**config.mk**
```make
export PLATFORM = sky130hd
export DESIGN_NAME = sram_host
export DESIGN_NICKNAME = d
export VERILOG_FILES = /design/src/hw/sram_host_pkg.sv /design/src/hw/lane_sync_if.sv /design/src/hw/lane_sync.sv /design/src/hw/sram_host.sv
export SDC_FILE = /design/constraint.sdc
export NUM_CORES = 1
export LEC_CHECK = 0
export ABC_CLOCK_PERIOD_IN_PS = 2400
export BUFFER_PORTS_ARGS = -buffer_cell sky130_fd_sc_hd__buf_2
export CORE_MARGIN = 4
export CORE_UTILIZATION = 30
export DETAILED_ROUTE_END_ITERATION = 8
export PLACE_DENSITY = 0.53
export SYNTH_ARGS = -nofsm -noshare
export SYNTH_HDL_FRONTEND = slang
export SYNTH_SLANG_ARGS = --single-unit
```
**constraint.sdc**
```tcl
create_clock -name mclk -period 2.4 [get_ports mclk]
set_clock_uncertainty 0.1 [all_clocks]
set_input_delay 0.36 -clock mclk [delete_from_list [all_inputs] [get_ports mclk]]
set_output_delay 0.36 -clock mclk [all_outputs]
set_load 0.02 [all_outputs]
```
**src/hw/sram_host_pkg.sv**
```systemverilog
package sram_host_pkg;

  // ------------------------------------------------------------
  // Geometry of the memory outside
  // ------------------------------------------------------------
  localparam int ADDR_W = 20;
  localparam int DATA_W = 8;

  // ------------------------------------------------------------
  // Timing, in ns or us as printed, and derived cycle counts
  // ------------------------------------------------------------
  localparam int CLK_PERIOD_NS = 10;
  localparam int POWERUP_WAIT_TIME_US = 100;
  localparam int POWERUP_WAIT_CYCLES = (POWERUP_WAIT_TIME_US * 1000 + CLK_PERIOD_NS - 1) / CLK_PERIOD_NS;
  localparam int READ_CYCLE_TIME_NS = 10;
  localparam int ACCESS_TIME_NS = 10;
  localparam int WRITE_PULSE_TIME_NS = 7;
  localparam int WRITE_STROBE_TO_FLOAT_TIME_NS = 5;
  localparam int WRITE_DATA_SETUP_TIME_NS = 5;
  localparam int DESELECT_TO_STANDBY_TIME_NS = 10;
  // Cycles of access time; the sequencer adds two more for the lane synchroniser.
  localparam int READ_CYCLES = (ACCESS_TIME_NS + CLK_PERIOD_NS - 1) / CLK_PERIOD_NS;
  // Write strobe long enough for the lane to float plus data setup, and the pulse width.
  localparam int WRITE_FLOAT_CYCLES = (WRITE_STROBE_TO_FLOAT_TIME_NS + CLK_PERIOD_NS - 1) / CLK_PERIOD_NS;
  localparam int WRITE_SETUP_CYCLES = (WRITE_DATA_SETUP_TIME_NS + CLK_PERIOD_NS - 1) / CLK_PERIOD_NS;
  localparam int WRITE_PULSE_CYCLES = (WRITE_PULSE_TIME_NS + CLK_PERIOD_NS - 1) / CLK_PERIOD_NS;
  localparam int WRITE_LOW_CYCLES = WRITE_FLOAT_CYCLES + WRITE_SETUP_CYCLES;
  localparam int STANDBY_CYCLES = (DESELECT_TO_STANDBY_TIME_NS + CLK_PERIOD_NS - 1) / CLK_PERIOD_NS;
  localparam int CNT_W = 4;

  // ------------------------------------------------------------
  // Sequencer states, Gray coded in the order listed
  // ------------------------------------------------------------
  typedef enum logic [2:0] {
    ST_POWERUP = 3'b000,
    ST_IDLE    = 3'b001,
    ST_RD      = 3'b011,
    ST_RD_CAP  = 3'b010,
    ST_WR_SET  = 3'b110,
    ST_WR      = 3'b111,
    ST_WR_END  = 3'b101,
    ST_GAP     = 3'b100
  } seq_state_t;

endpackage : sram_host_pkg

```
**src/hw/lane_sync_if.sv**
```systemverilog
`timescale 1ns/1ps
`default_nettype none
// Carries the raw byte lane into the synchroniser and the retimed copy back.
interface lane_sync_if #(parameter int W = 8);
  logic [W-1:0] raw;
  logic [W-1:0] synced;
  modport src (output raw, input synced);
  modport dst (input raw, output synced);
endinterface : lane_sync_if
`default_nettype wire

```
**src/hw/lane_sync.sv**
```systemverilog
`timescale 1ns/1ps
`default_nettype none
module lane_sync
  import sram_host_pkg::*;
#(
  parameter int W = 8
)
(
  // Clock and reset
  input wire logic mclk,
  input wire logic reset,
  // Lane to be retimed
  lane_sync_if.dst lane
);

  logic [W-1:0] stage1_ff;
  logic [W-1:0] stage2_ff;

  // Two flops; only the second stage is read, by the host's read data capture.
  always_ff @(posedge mclk or posedge reset)
  begin
    if (reset)
    begin
      stage1_ff <= '0;
      stage2_ff <= '0;
    end
    else
    begin
      stage1_ff <= lane.raw;
      stage2_ff <= stage1_ff;
    end
  end

  assign lane.synced = stage2_ff;

endmodule : lane_sync
`default_nettype wire

```
**src/hw/sram_host.sv**
```systemverilog
`timescale 1ns/1ps
`default_nettype none
// Function
// - The host starts a write only by driving both chip select and write enable low.
// - The host times data setup and hold against the strobe that ends the write.
// - A write-enable write with output enable low lasts at least the float delay plus data setup.
// - The host waits at least 100 us after power is stable before its first access.
// - The host holds write enable high through every read.
// - In a read the address is valid no later than the falling edge of chip select.
// - The host does not drive write data while the memory may still drive the lane.
module sram_host
  import sram_host_pkg::*;
#(
  parameter int POWERUP_CYCLES = POWERUP_WAIT_CYCLES
)
(
  // Clock and reset
  input wire logic mclk,
  input wire logic reset,
  // User request port
  input wire logic req_valid,
  input wire logic req_write,
  input wire logic [ADDR_W-1:0] req_addr,
  input wire logic [DATA_W-1:0] req_wdata,
  output logic req_ready,
  output logic rsp_valid,
  output logic [DATA_W-1:0] rsp_rdata,
  // Memory pins
  output logic [ADDR_W-1:0] word_address,
  output logic chip_select_n,
  output logic output_enable_n,
  output logic write_enable_n,
  input wire logic [DATA_W-1:0] byte_lane_in,
  output logic [DATA_W-1:0] byte_lane_out,
  output logic byte_lane_oe
);

  // ------------------------------------------------------------
  // State
  // ------------------------------------------------------------
  seq_state_t state_ff;
  logic [16:0] pwr_cnt_ff;
  logic [CNT_W-1:0] cnt_ff;
  logic [ADDR_W-1:0] addr_ff;
  logic [DATA_W-1:0] wdata_ff;
  logic cs_n_ff;
  logic oe_n_ff;
  logic we_n_ff;
  logic lane_oe_ff;
  logic rsp_valid_ff;
  logic [DATA_W-1:0] rdata_ff;
  logic cnt_done;

  lane_sync_if #(.W(DATA_W)) lane_bus ();

  // ------------------------------------------------------------
  // Read-data synchroniser
  // ------------------------------------------------------------
  assign lane_bus.raw = byte_lane_in;

  lane_sync #(.W(DATA_W)) u_lane_sync
  (
    .mclk(mclk),
    .reset(reset),
    .lane(lane_bus.dst)
  );

  assign cnt_done = (cnt_ff == '0);

  // Power-up wait: no access until the counter has run out.
  always_ff @(posedge mclk or posedge reset)
  begin
    if (reset)
      pwr_cnt_ff <= '0;
    else if (state_ff == ST_POWERUP)
      pwr_cnt_ff <= pwr_cnt_ff + 17'h00001;
  end

  // ------------------------------------------------------------
  // Sequencer
  // ------------------------------------------------------------
  // One access at a time; the dwell of ST_RD, ST_WR and ST_GAP is counted down in cnt_ff.
  always_ff @(posedge mclk or posedge reset)
  begin
    if (reset)
    begin
      state_ff <= ST_POWERUP;
      cnt_ff <= '0;
    end
    else
    begin
      unique case (state_ff)
        ST_POWERUP:
        begin
          if (pwr_cnt_ff >= 17'(POWERUP_CYCLES - 1))
            state_ff <= ST_IDLE;
        end
        ST_IDLE:
        begin
          if (req_valid && req_write)
          begin
            state_ff <= ST_WR_SET;
            cnt_ff <= '0;
          end
          else if (req_valid)
          begin
            state_ff <= ST_RD;
            // Two extra cycles cover both synchroniser stages, so the byte is captured well after it settles.
            cnt_ff <= CNT_W'(READ_CYCLES + 2);
          end
        end
        ST_RD:
        begin
          if (cnt_done)
            state_ff <= ST_RD_CAP;
          else
            cnt_ff <= cnt_ff - 4'h1;
        end
        ST_RD_CAP:
        begin
          state_ff <= ST_GAP;
          cnt_ff <= CNT_W'(STANDBY_CYCLES - 1);
        end
        ST_WR_SET:
        begin
          state_ff <= ST_WR;
          // Longer of pulse width and float-plus-setup, so either case is met.
          cnt_ff <= CNT_W'((WRITE_LOW_CYCLES > WRITE_PULSE_CYCLES ? WRITE_LOW_CYCLES : WRITE_PULSE_CYCLES) - 1);
        end
        ST_WR:
        begin
          if (cnt_done)
            state_ff <= ST_WR_END;
          else
            cnt_ff <= cnt_ff - 4'h1;
        end
        ST_WR_END:
        begin
          state_ff <= ST_GAP;
          cnt_ff <= CNT_W'(STANDBY_CYCLES - 1);
        end
        ST_GAP:
        begin
          if (cnt_done)
            state_ff <= ST_IDLE;
          else
            cnt_ff <= cnt_ff - 4'h1;
        end
      endcase
    end
  end

  // Request capture; address and data are frozen for the whole access.
  always_ff @(posedge mclk or posedge reset)
  begin
    if (reset)
    begin
      addr_ff <= '0;
      wdata_ff <= '0;
    end
    else if (state_ff == ST_IDLE && req_valid)
    begin
      addr_ff <= req_addr;
      wdata_ff <= req_wdata;
    end
  end

  // ------------------------------------------------------------
  // Pin strobes
  // ------------------------------------------------------------
  // Address is set one cycle before select falls, and held at least two cycles after the strobes rise.
  always_ff @(posedge mclk or posedge reset)
  begin
    if (reset)
    begin
      cs_n_ff <= 1'b1;
      oe_n_ff <= 1'b1;
      we_n_ff <= 1'b1;
      lane_oe_ff <= 1'b0;
    end
    else
    begin
      // Select low during read dwell and during write set-up and strobe.
      cs_n_ff <= !(state_ff == ST_RD || state_ff == ST_WR_SET || state_ff == ST_WR);
      // Output enable only for reads, so writes keep the memory off the lane.
      oe_n_ff <= !(state_ff == ST_RD);
      // Write enable stays high outside the write strobe, so reads never see it low.
      we_n_ff <= !(state_ff == ST_WR_SET || state_ff == ST_WR);
      // Data driven from the write strobe until one cycle after it rises, giving hold.
      lane_oe_ff <= (state_ff == ST_WR_SET || state_ff == ST_WR || state_ff == ST_WR_END);
    end
  end

  // Read data capture after the synchroniser has settled.
  always_ff @(posedge mclk or posedge reset)
  begin
    if (reset)
    begin
      rdata_ff <= '0;
      rsp_valid_ff <= 1'b0;
    end
    else
    begin
      rsp_valid_ff <= (state_ff == ST_RD_CAP);
      if (state_ff == ST_RD_CAP)
        rdata_ff <= lane_bus.synced;
    end
  end

  // ------------------------------------------------------------
  // Outputs
  // ------------------------------------------------------------
  // Both strobes rise on the same edge, ending the write while the host still drives the lane.
  assign chip_select_n = cs_n_ff;
  assign write_enable_n = we_n_ff;
  assign output_enable_n = oe_n_ff;
  assign word_address = addr_ff;
  assign byte_lane_out = wdata_ff;
  assign byte_lane_oe = lane_oe_ff;
  assign req_ready = (state_ff == ST_IDLE);
  assign rsp_valid = rsp_valid_ff;
  assign rsp_rdata = rdata_ff;

endmodule : sram_host
`default_nettype wire

```
* Word level (Yosys, flattened, before mapping)
Index checks and enable logic that the tools add are counted.
** Word-level totals
- Bits of input ports :: 40
- Output and inout bits :: 42
- Logic and storage cells :: 56
- Flip-flop bits (word level) :: 81
** Operators by class
- Equal/unequal tests :: 13
- Magnitude comparators :: 1
- Mux-type cells :: 11
- $add $sub $neg :: 2
- Reductions and logical operators :: 16
** Operators with widths (count)
- one-hot mux 3 bit (7 select lines) :: 1
- two-way mux 3 bit :: 6
- adder 17 x 1 -> 17 bit, second input constant :: 1
- greater-or-equal comparator 17 x 14 -> 1 bit, second input constant :: 1
- one-hot mux 4 bit (4 select lines) :: 1
- equality test 3 bit, second input constant :: 4
- two-way mux 4 bit :: 3
- inequality test 2 bit, second input constant :: 4
- equality test 3 x 2 -> 1 bit, second input constant :: 2
- AND reduction 5 bit :: 1
- zero test 4 bit :: 1
- logical OR 1 bit :: 4
- nonzero test 4 bit :: 1
- subtractor 4 x 1 -> 4 bit, second input constant :: 1
- equality test 3 x 1 -> 1 bit, second input constant :: 1
- zero test 1 bit :: 3
- zero test 3 bit :: 1
- inequality test 3 x 2 -> 1 bit, second input constant :: 1
- AND reduction 3 bit :: 1
- OR reduction 3 bit :: 1
- logical AND 1 bit :: 2
- inequality test 2 x 1 -> 1 bit, second input constant :: 1
- OR reduction 2 bit :: 1

* Logic depth before layout (Yosys ltp)
Gate-level depths: netlist of the first run.
- Word-level depth :: 4
- Mapped depth :: 7
- Mapped depth without buffers :: 6

* Hierarchy
A second synthesis of the first run with hierarchy kept.
** Unflattened totals
- Cells, all modules :: 238
- Area, all modules :: 3183.1 um^2
** By module, submodules not included
- sram_host :: times used 1, area each 2778.9 um^2, seq. area each 1630.3 um^2, cells each 221
- lane_sync :: times used 1, area each 404.1 um^2, seq. area each 400.4 um^2, cells each 17

* Worst setup path after synthesis of the first run
OpenSTA, ideal clock, no wires.
- Kind :: flip-flop to flip-flop
- Start :: register cnt_ff[0]
- End :: register cnt_ff[2]
- Period minus slack after synthesis :: 1873 ps
- Cell stages (with the launch flop) :: 8
- Library setup time :: 67 ps
- Path slack :: 527 ps
- Path buffers :: 1
- Data arrival time :: 1707 ps
- Required time :: 2233 ps
- Cell sequence :: dfrtp_1 inv_1 ha_1 or3b_1 buf_2 o21ai_0 or4b_2 nand2_1
** On the way
- Word-level cells in the longest chain between the ends :: 3
- Elaborated cells on any way between the ends :: 6
- Those cells by class :: add/sub (1); eq/ne (1); mux (2); reduce/logical (2)
** Ends and longest elaborated chain
- start, declared :: line sram_host.sv:43 : logic [CNT_W-1:0] cnt_ff;
- start signal, assigned :: line sram_host.sv:109 : cnt_ff <= CNT_W'(READ_CYCLES + 2);
- start signal, assigned :: line sram_host.sv:117 : cnt_ff <= cnt_ff - 4'h1;
- start signal, assigned :: line sram_host.sv:122 : cnt_ff <= CNT_W'(STANDBY_CYCLES - 1);
- subtractor 4 x 1 -> 4 bit or zero test 4 bit (tied branches)
- two-way mux 4 bit or inequality test 2 bit (tied branches)
- one-hot mux 4 bit (4 select lines) or AND reduction 3 bit (tied branches)
Several ways; a longest one is shown, not always the timed one. The select of a mux whose other input is x is not followed.
A chain may end at the register's enable or synchronous reset.

* Worst setup path in the final report of the first run
Same ends and word-level chain as after synthesis.

==> metrics.txt, run 1 <==
Worst Tran Pin Value=0.517 ns; leak pwr=1.89 nW; post-CTS setup buffers=0; gpl congestion=0.743; Peak VDD IR=564 µV; mapped cell area=3200 µm²; # DRC=0; post-synthesis xor/xnor area fraction=4.38%; number of global-route vias before repair=2242; total wire length=6210 µm; maximum fanout along the worst path=10; Rel. slew slack=65.5%; Syn. warnings=0; placed wire-length estimate=4390 µm; Area after DPL=3760 µm²; Mapped Nets=282; Resized cells post-CTS=0; Initial Util=30.8%; Post-synth EDFFs=0; period utilization=85.2%; total core area=10400 µm²; gr usage total=10.9%; post-synthesis simple-gate area fraction=10.6%; MaxCap Viol Count=0; crit path buf inv count=1; Post-layout nets=377; wire per inst=13.1 µm; CP Capture Type=register; Sw Ratio=36.4%; Yosys cell types=41; crit path DAT=2.23 ns; Die Y=111 µm; main flop type after synthesis=dfrtp_1; H-Tree Depth=3; Avg Vias per Cell=4.39; top-count cell post-synth=dfrtp_1; combinational power share=35.4%; pwr dens=1180 nW/µm²; top cells by area, synth=dfrtp_1 (61%), mux2_2 (13%), xnor2_1 (3.3%); CTS sink count=81; clock share of power=21.5%; Synth top area share=61.0%; Post-Synth Adder-Cell Area=1.17%; final hold viol count=0; post-synthesis mux area share=12.7%; critical path class=register to register; most instantiated cells after synthesis=dfrtp_1 (78), mux2_2 (36), nand2_1 (14), nor2_1 (13), xnor2_1 (12); hold crit path type=primary input to register; register area share after synthesis=63.5%; Period minus WS final=2.05 ns; largest net degree at the start of global routing=49; IO buf count=81; Worst path max stage delay=0.64 ns; Mapped Cells=239; Non-Filler Instances=475; drt pass-1 iters=4; clock buffer count from CTS=9; grt total ovfl=0; Psw=1.75 mW; Non-Filler Cell Area, Final=4070 µm²; Synth area leader=dfrtp_1; Bufs on Longest Clock Path=2; max-slew violations=0; first-pass GRT wire length=10900 µm; die span in x=111 µm; CP cell instances=inv_1, ha_1, or3b_1, o21ai_0, or4b_2, nand2_1; sequential fraction of design power=43.1%; flops & latches, synth=81; Fmax achieved=0.489 GHz; clk root buf=clkbuf_8; complex-gate fraction of the synthesized area=5.24%; share of cells above drive strength 1=44.0%; unrepaired setup endpoints after global routing=false; setup TNS=0 ns; CP startpoint kind=register; Inst Count DP=450; syn_area_per_cell=13.4 µm²; crit-path leading delay family=simple AND/OR/NAND/NOR gates; combinational family with the most area after synthesis=multiplexers; clock input transition at the sequential cells of the worst setup and hold paths=0.09 ns; DR iter-0 viols=142; status=finished clean; critical path's slowest cell=or4b_2; Row Count=37; CTS tree=done; critical path required time=2.59 ns; Final setup viols=0; synth-to-layout area growth=27.2%; P_int=3.06 mW; Clk Latency, worst-skew pair=0.36 ns; Diodes inserted=0; vias=2084; Async SR Flop Fraction=100%; initial antenna violation count=0; DRT antenna net count=0; boundary pin count=82; DIE AREA=12400 µm²
-- final cells by class --
type | instances | area [µm²]
Clock inverter | 6 | 75.1
Sequential cell | 81 | 2030
Timing Repair Buffer | 94 | 538
Inverter | 5 | 22.5
Multi-Input combinational cell | 143 | 1090
Clock buffer | 10 | 138
Tap cell | 136 | 170
Fill cell | 1019 | 6300
-- worst reg2reg max path: cells and delay by family (launching register included) --
kind | cells | cell delay, ns
flops | 1 | 0.39
simple gates | 3 | 1.06
compound gates | 1 | 0.17
fa+ha+maj | 1 | 0.18
buf+inv | 1 | 0.07
-- layout by cell type, fill, tap and decap left out, drive strengths merged, types with 2 or more instances in the layout --
cell and n:
buf 85, dfrtp 78, mux2 36, nand2 14, nor2 14, xnor2 12
nand3 10, clkbuf 10, dlygate4sd3 9, o21ai 8, a21oi 6, inv 6
nand4 5, nor4 5, xor2 4, nand2b 3, ha 3, dfstp 3
nor3 3, or3 2, o21a 2, clkinvlp 2, clkinv 2, nor2b 2
-- cells by family after synthesis --
kind of cell             Yosys count
AO/OA/AOI/OAI                     26
adder cells (fa/ha/maj)            3
buffers and inverters             15
flip-flops                        81
multiplexers                      36
XOR/XNOR                          16
AND/OR/NAND/NOR                   62
-- power groups by stage --
stage / combinational [mW] / clock (mW) / sequential, mW
floorplan: 0.826 / 0 / 2.46
global placement: 1.70 / 0 / 2.08
detailed placement: 1.72 / 0 / 2.10
CTS: 1.73 / 1.09 / 2.08
global route: 1.86 / 1.15 / 2.16
finish: 1.70 / 1.03 / 2.07
-- flip-flops by register name, indices dropped and copies added, names as in the netlist --
signal                   cells
chip_select_n                1
u_lane_sync.lane.synced      8
rsp_rdata                    8
byte_lane_out                8
output_enable_n              1
word_address                20
state_ff                     3
write_enable_n               1
pwr_cnt_ff                  17
u_lane_sync.stage1_ff        8
rsp_valid                    1
cnt_ff                       4
byte_lane_oe                 1
-- routing by layer --
layer / global-route usage (%) / wire length, µm / vias up / part of all wire, %
met4: 4.95 / 121 / 0 / 1.9
met1: 12.9 / 2640 / 1010 / 43
met3: 3.28 / 309 / 10 / 5.0
li1: - / - / 1017 / -
met5: 0 / 0 / - / 0
met2: 18.0 / 3130 / 47 / 50
-- per-stage QoR --
stage	power, mW	utilization [%]	setup WS (ns)	hold WS, ns
after detailed placement	3.82	36.3	0.380	0.235
after floorplan	3.28	-	0.527	0.231
final	4.81	39.2	0.355	0.129
after CTS	4.90	39.2	0.345	0.0999
after global routing	5.16	39.2	0.196	0.101
after global placement	3.79	36.3	0.433	0.232
-- path summary, 6_finish.rpt --
path,startpoint,to,slack [ns],depth (start not counted)
setup / recovery,cnt_ff[0],cnt_ff[2],0.35,6
hold / removal,req_addr[0],word_address[0],0.13,2
setup reg to reg,cnt_ff[0],cnt_ff[2],0.35,6
hold reg to reg,u_lane_sync.stage1_ff[5],u_lane_sync.lane.synced[5],0.25,0
max in group asynchronous,reset,output_enable_n,1.18,4
min in group asynchronous,reset,word_address[0],0.41,3
-- repair_timing --
action                     CTS  global route
hold buffers                 9             0
hold endpoints to repair    20             0
setup endpoints to repair    0             0
(Power assumes the default switching activity.)
==> inputs of run 2 (changes only) <==
--- a/constraint.sdc
+++ b/constraint.sdc
@@ -3,3 +3,3 @@
 set_input_delay 0.36 -clock mclk [delete_from_list [all_inputs] [get_ports mclk]]
 set_output_delay 0.36 -clock mclk [all_outputs]
-set_load 0.02 [all_outputs]
+set_load 0.1 [all_outputs]
==> run 2 against run 1 <==
Against the previous run:
- final cell count is the same
- largest cell class unchanged
- utilization grew 0.43 points
- flip-flop and latch count is the same
==> metrics.txt, run 2 (same netlist as run 1, synthesis figures left out) <==
gr usage total=10.5% (-0.31 points); Non-Filler Cell Area, Final=4110 µm² (+1.1%); gpl congestion=0.728 (-1.9%); critical path class=register to primary output; Initial Util=30.8% (unchanged); status=finished clean; hold_ws=0.137 ns (+0.00784 ns); first-pass GRT wire length=10500 µm (-3.7%); max FFs per register=20 (unchanged); hold crit path type=primary input to register; GRT met1 Usage=12.9% (-0.057 points); final hold viol count=0 (unchanged); Diodes inserted=0 (unchanged); largest net degree at the start of global routing=63 (+29%); Row Count=37 (unchanged); synth-to-layout area growth=28.6%; critical path required time=1.94 ns (-0.65 ns); Worst Tran Pin Value=0.535 ns (+0.0186 ns); Resized cells post-CTS=0 (unchanged); Final setup viols=0 (unchanged); setup TNS=0 ns (unchanged); Die Y=111 µm (unchanged); flop2flop setup slack=0.36 ns (about the same); Period minus WS final=2.15 ns (+0.106 ns); clock input transition at the sequential cells of the worst setup and hold paths=0.08 ns (about the same); vias=2095 (+0.53%); reg-to-reg endpoint=cnt_ff[2]; CTS tree=done; # fillers=1017 (-0.20%); DIE AREA=12400 µm² (unchanged); Rel. slew slack=64.3% (-1.2 points); clock buffer count from CTS=9 (unchanged); gr busiest metal=met2; grt total ovfl=0 (unchanged); initial antenna violation count=0 (unchanged); total wire length=6050 µm (-2.5%); HP Start=req_wdata[7]; IO buf count=81 (unchanged); Clk Latency, worst-skew pair=0.35 ns (about the same); max-slew violations=0 (unchanged); die span in x=111 µm (unchanged); R2R Path Start=cnt_ff[0]; met2 Usage GRT=17.3% (-0.72 points); CP Capture Type=primary output; Fmax achieved=0.465 GHz (-4.9%); DR iter-0 viols=79 (-44%); CP startpoint kind=register; boundary pin count=82 (unchanged); H-Tree Depth=3 (unchanged); share of cells above drive strength 1=44.2% (+0.29 points); worst hold endpoint=byte_lane_out[7]; wire per inst=12.7 µm (-2.5%); DRT antenna net count=0 (unchanged); unrepaired setup endpoints after global routing=false; # DRC=0 (unchanged); MaxCap Viol Count=0 (unchanged); period utilization=89.6% (+4.4 points); clk root buf=clkbuf_8; final setup margin=0.249 ns (-0.106 ns); maximum fanout along the worst path=16 (+6); met3 Use GR=3.93% (+0.66 points); Avg Vias per Cell=4.41 (+0.53%); placed wire-length estimate=4290 µm (-2.3%); Register-to-Register Path Depth=6 (unchanged); most frequent cells in the layout=buf_2 (81), dfrtp_1 (78), mux2_2 (36); Cells on Worst Hold Path=2 (unchanged); CTS sink count=81 (unchanged); total core area=10400 µm² (unchanged); crit path DAT=1.69 ns (-0.54 ns); number of global-route vias before repair=2127 (-5.1%); Place WS=0.371 ns (-0.00921 ns); Area after DPL=3780 µm² (+0.40%); Post-layout nets=377 (unchanged); commonest non-fill, non-tap cell in the layout=buf_2; drt pass-1 iters=4 (unchanged); Bufs on Longest Clock Path=2 (unchanged)
## run 2: final cells by class
type | instances | area, µm² | area share, %
tap | 136 | 170 | 4.14
multi-input combinational | 143 | 1090 | 26.6
inverter | 5 | 22.5 | 0.548
sequential | 81 | 2030 | 49.4
timing repair buffer | 94 | 551 | 13.4
clock inverter | 7 | 119 | 2.89
clock buffer | 9 | 124 | 3.01
## run 2: worst max-delay path, cell delays in order, from the launching register on
cell,delay [ns]
dfrtp_1,0.54
nand2b_1,0.28
nor2_2,0.09
buf_2,0.43
## run 2: repair_timing
| item | in CTS | in global routing |
|---|---|---|
| hold buffers | 8 | 1 |
| setup buffers | 0 | 0 |
| endpoints found under the setup margin | 0 | 0 |
| hold endpoints to repair | 26 | 1 |
## run 2: how the worst max path moves through the flow
stage / from / end / slack, ns / depth (start not counted)
global route: state_ff[0] / req_ready / 0.11 / 4
floorplan: state_ff[2] / req_ready / 0.43 / 3
finish: state_ff[1] / req_ready / 0.25 / 3
detailed placement: cnt_ff[0] / cnt_ff[2] / 0.37 / 6
CTS: state_ff[1] / req_ready / 0.23 / 3
global placement: cnt_ff[0] / cnt_ff[2] / 0.44 / 6
## run 2: through the flow
| stage | std cells | utilization [%] |
|---|---|---|
| after global routing | 475 | 39.6 |
| after CTS | 474 | 39.6 |
| after floorplan | 239 | - |
| final | 475 | 39.6 |
| after detailed placement | 450 | 36.4 |
| after global placement | 450 | 36.4 |
## run 2: per-layer routing
metal	share of wire, %	vias to the layer above	routed length [µm]
li1	-	1019	-
met1	43	1025	2630
met2	51	45	3070
met3	4.8	6	290
met4	1.0	0	61
met5	0	-	0
Power of run 2 is not shown: default switching activity piles up to over one toggle a cycle in this logic, so the estimate is an artifact.
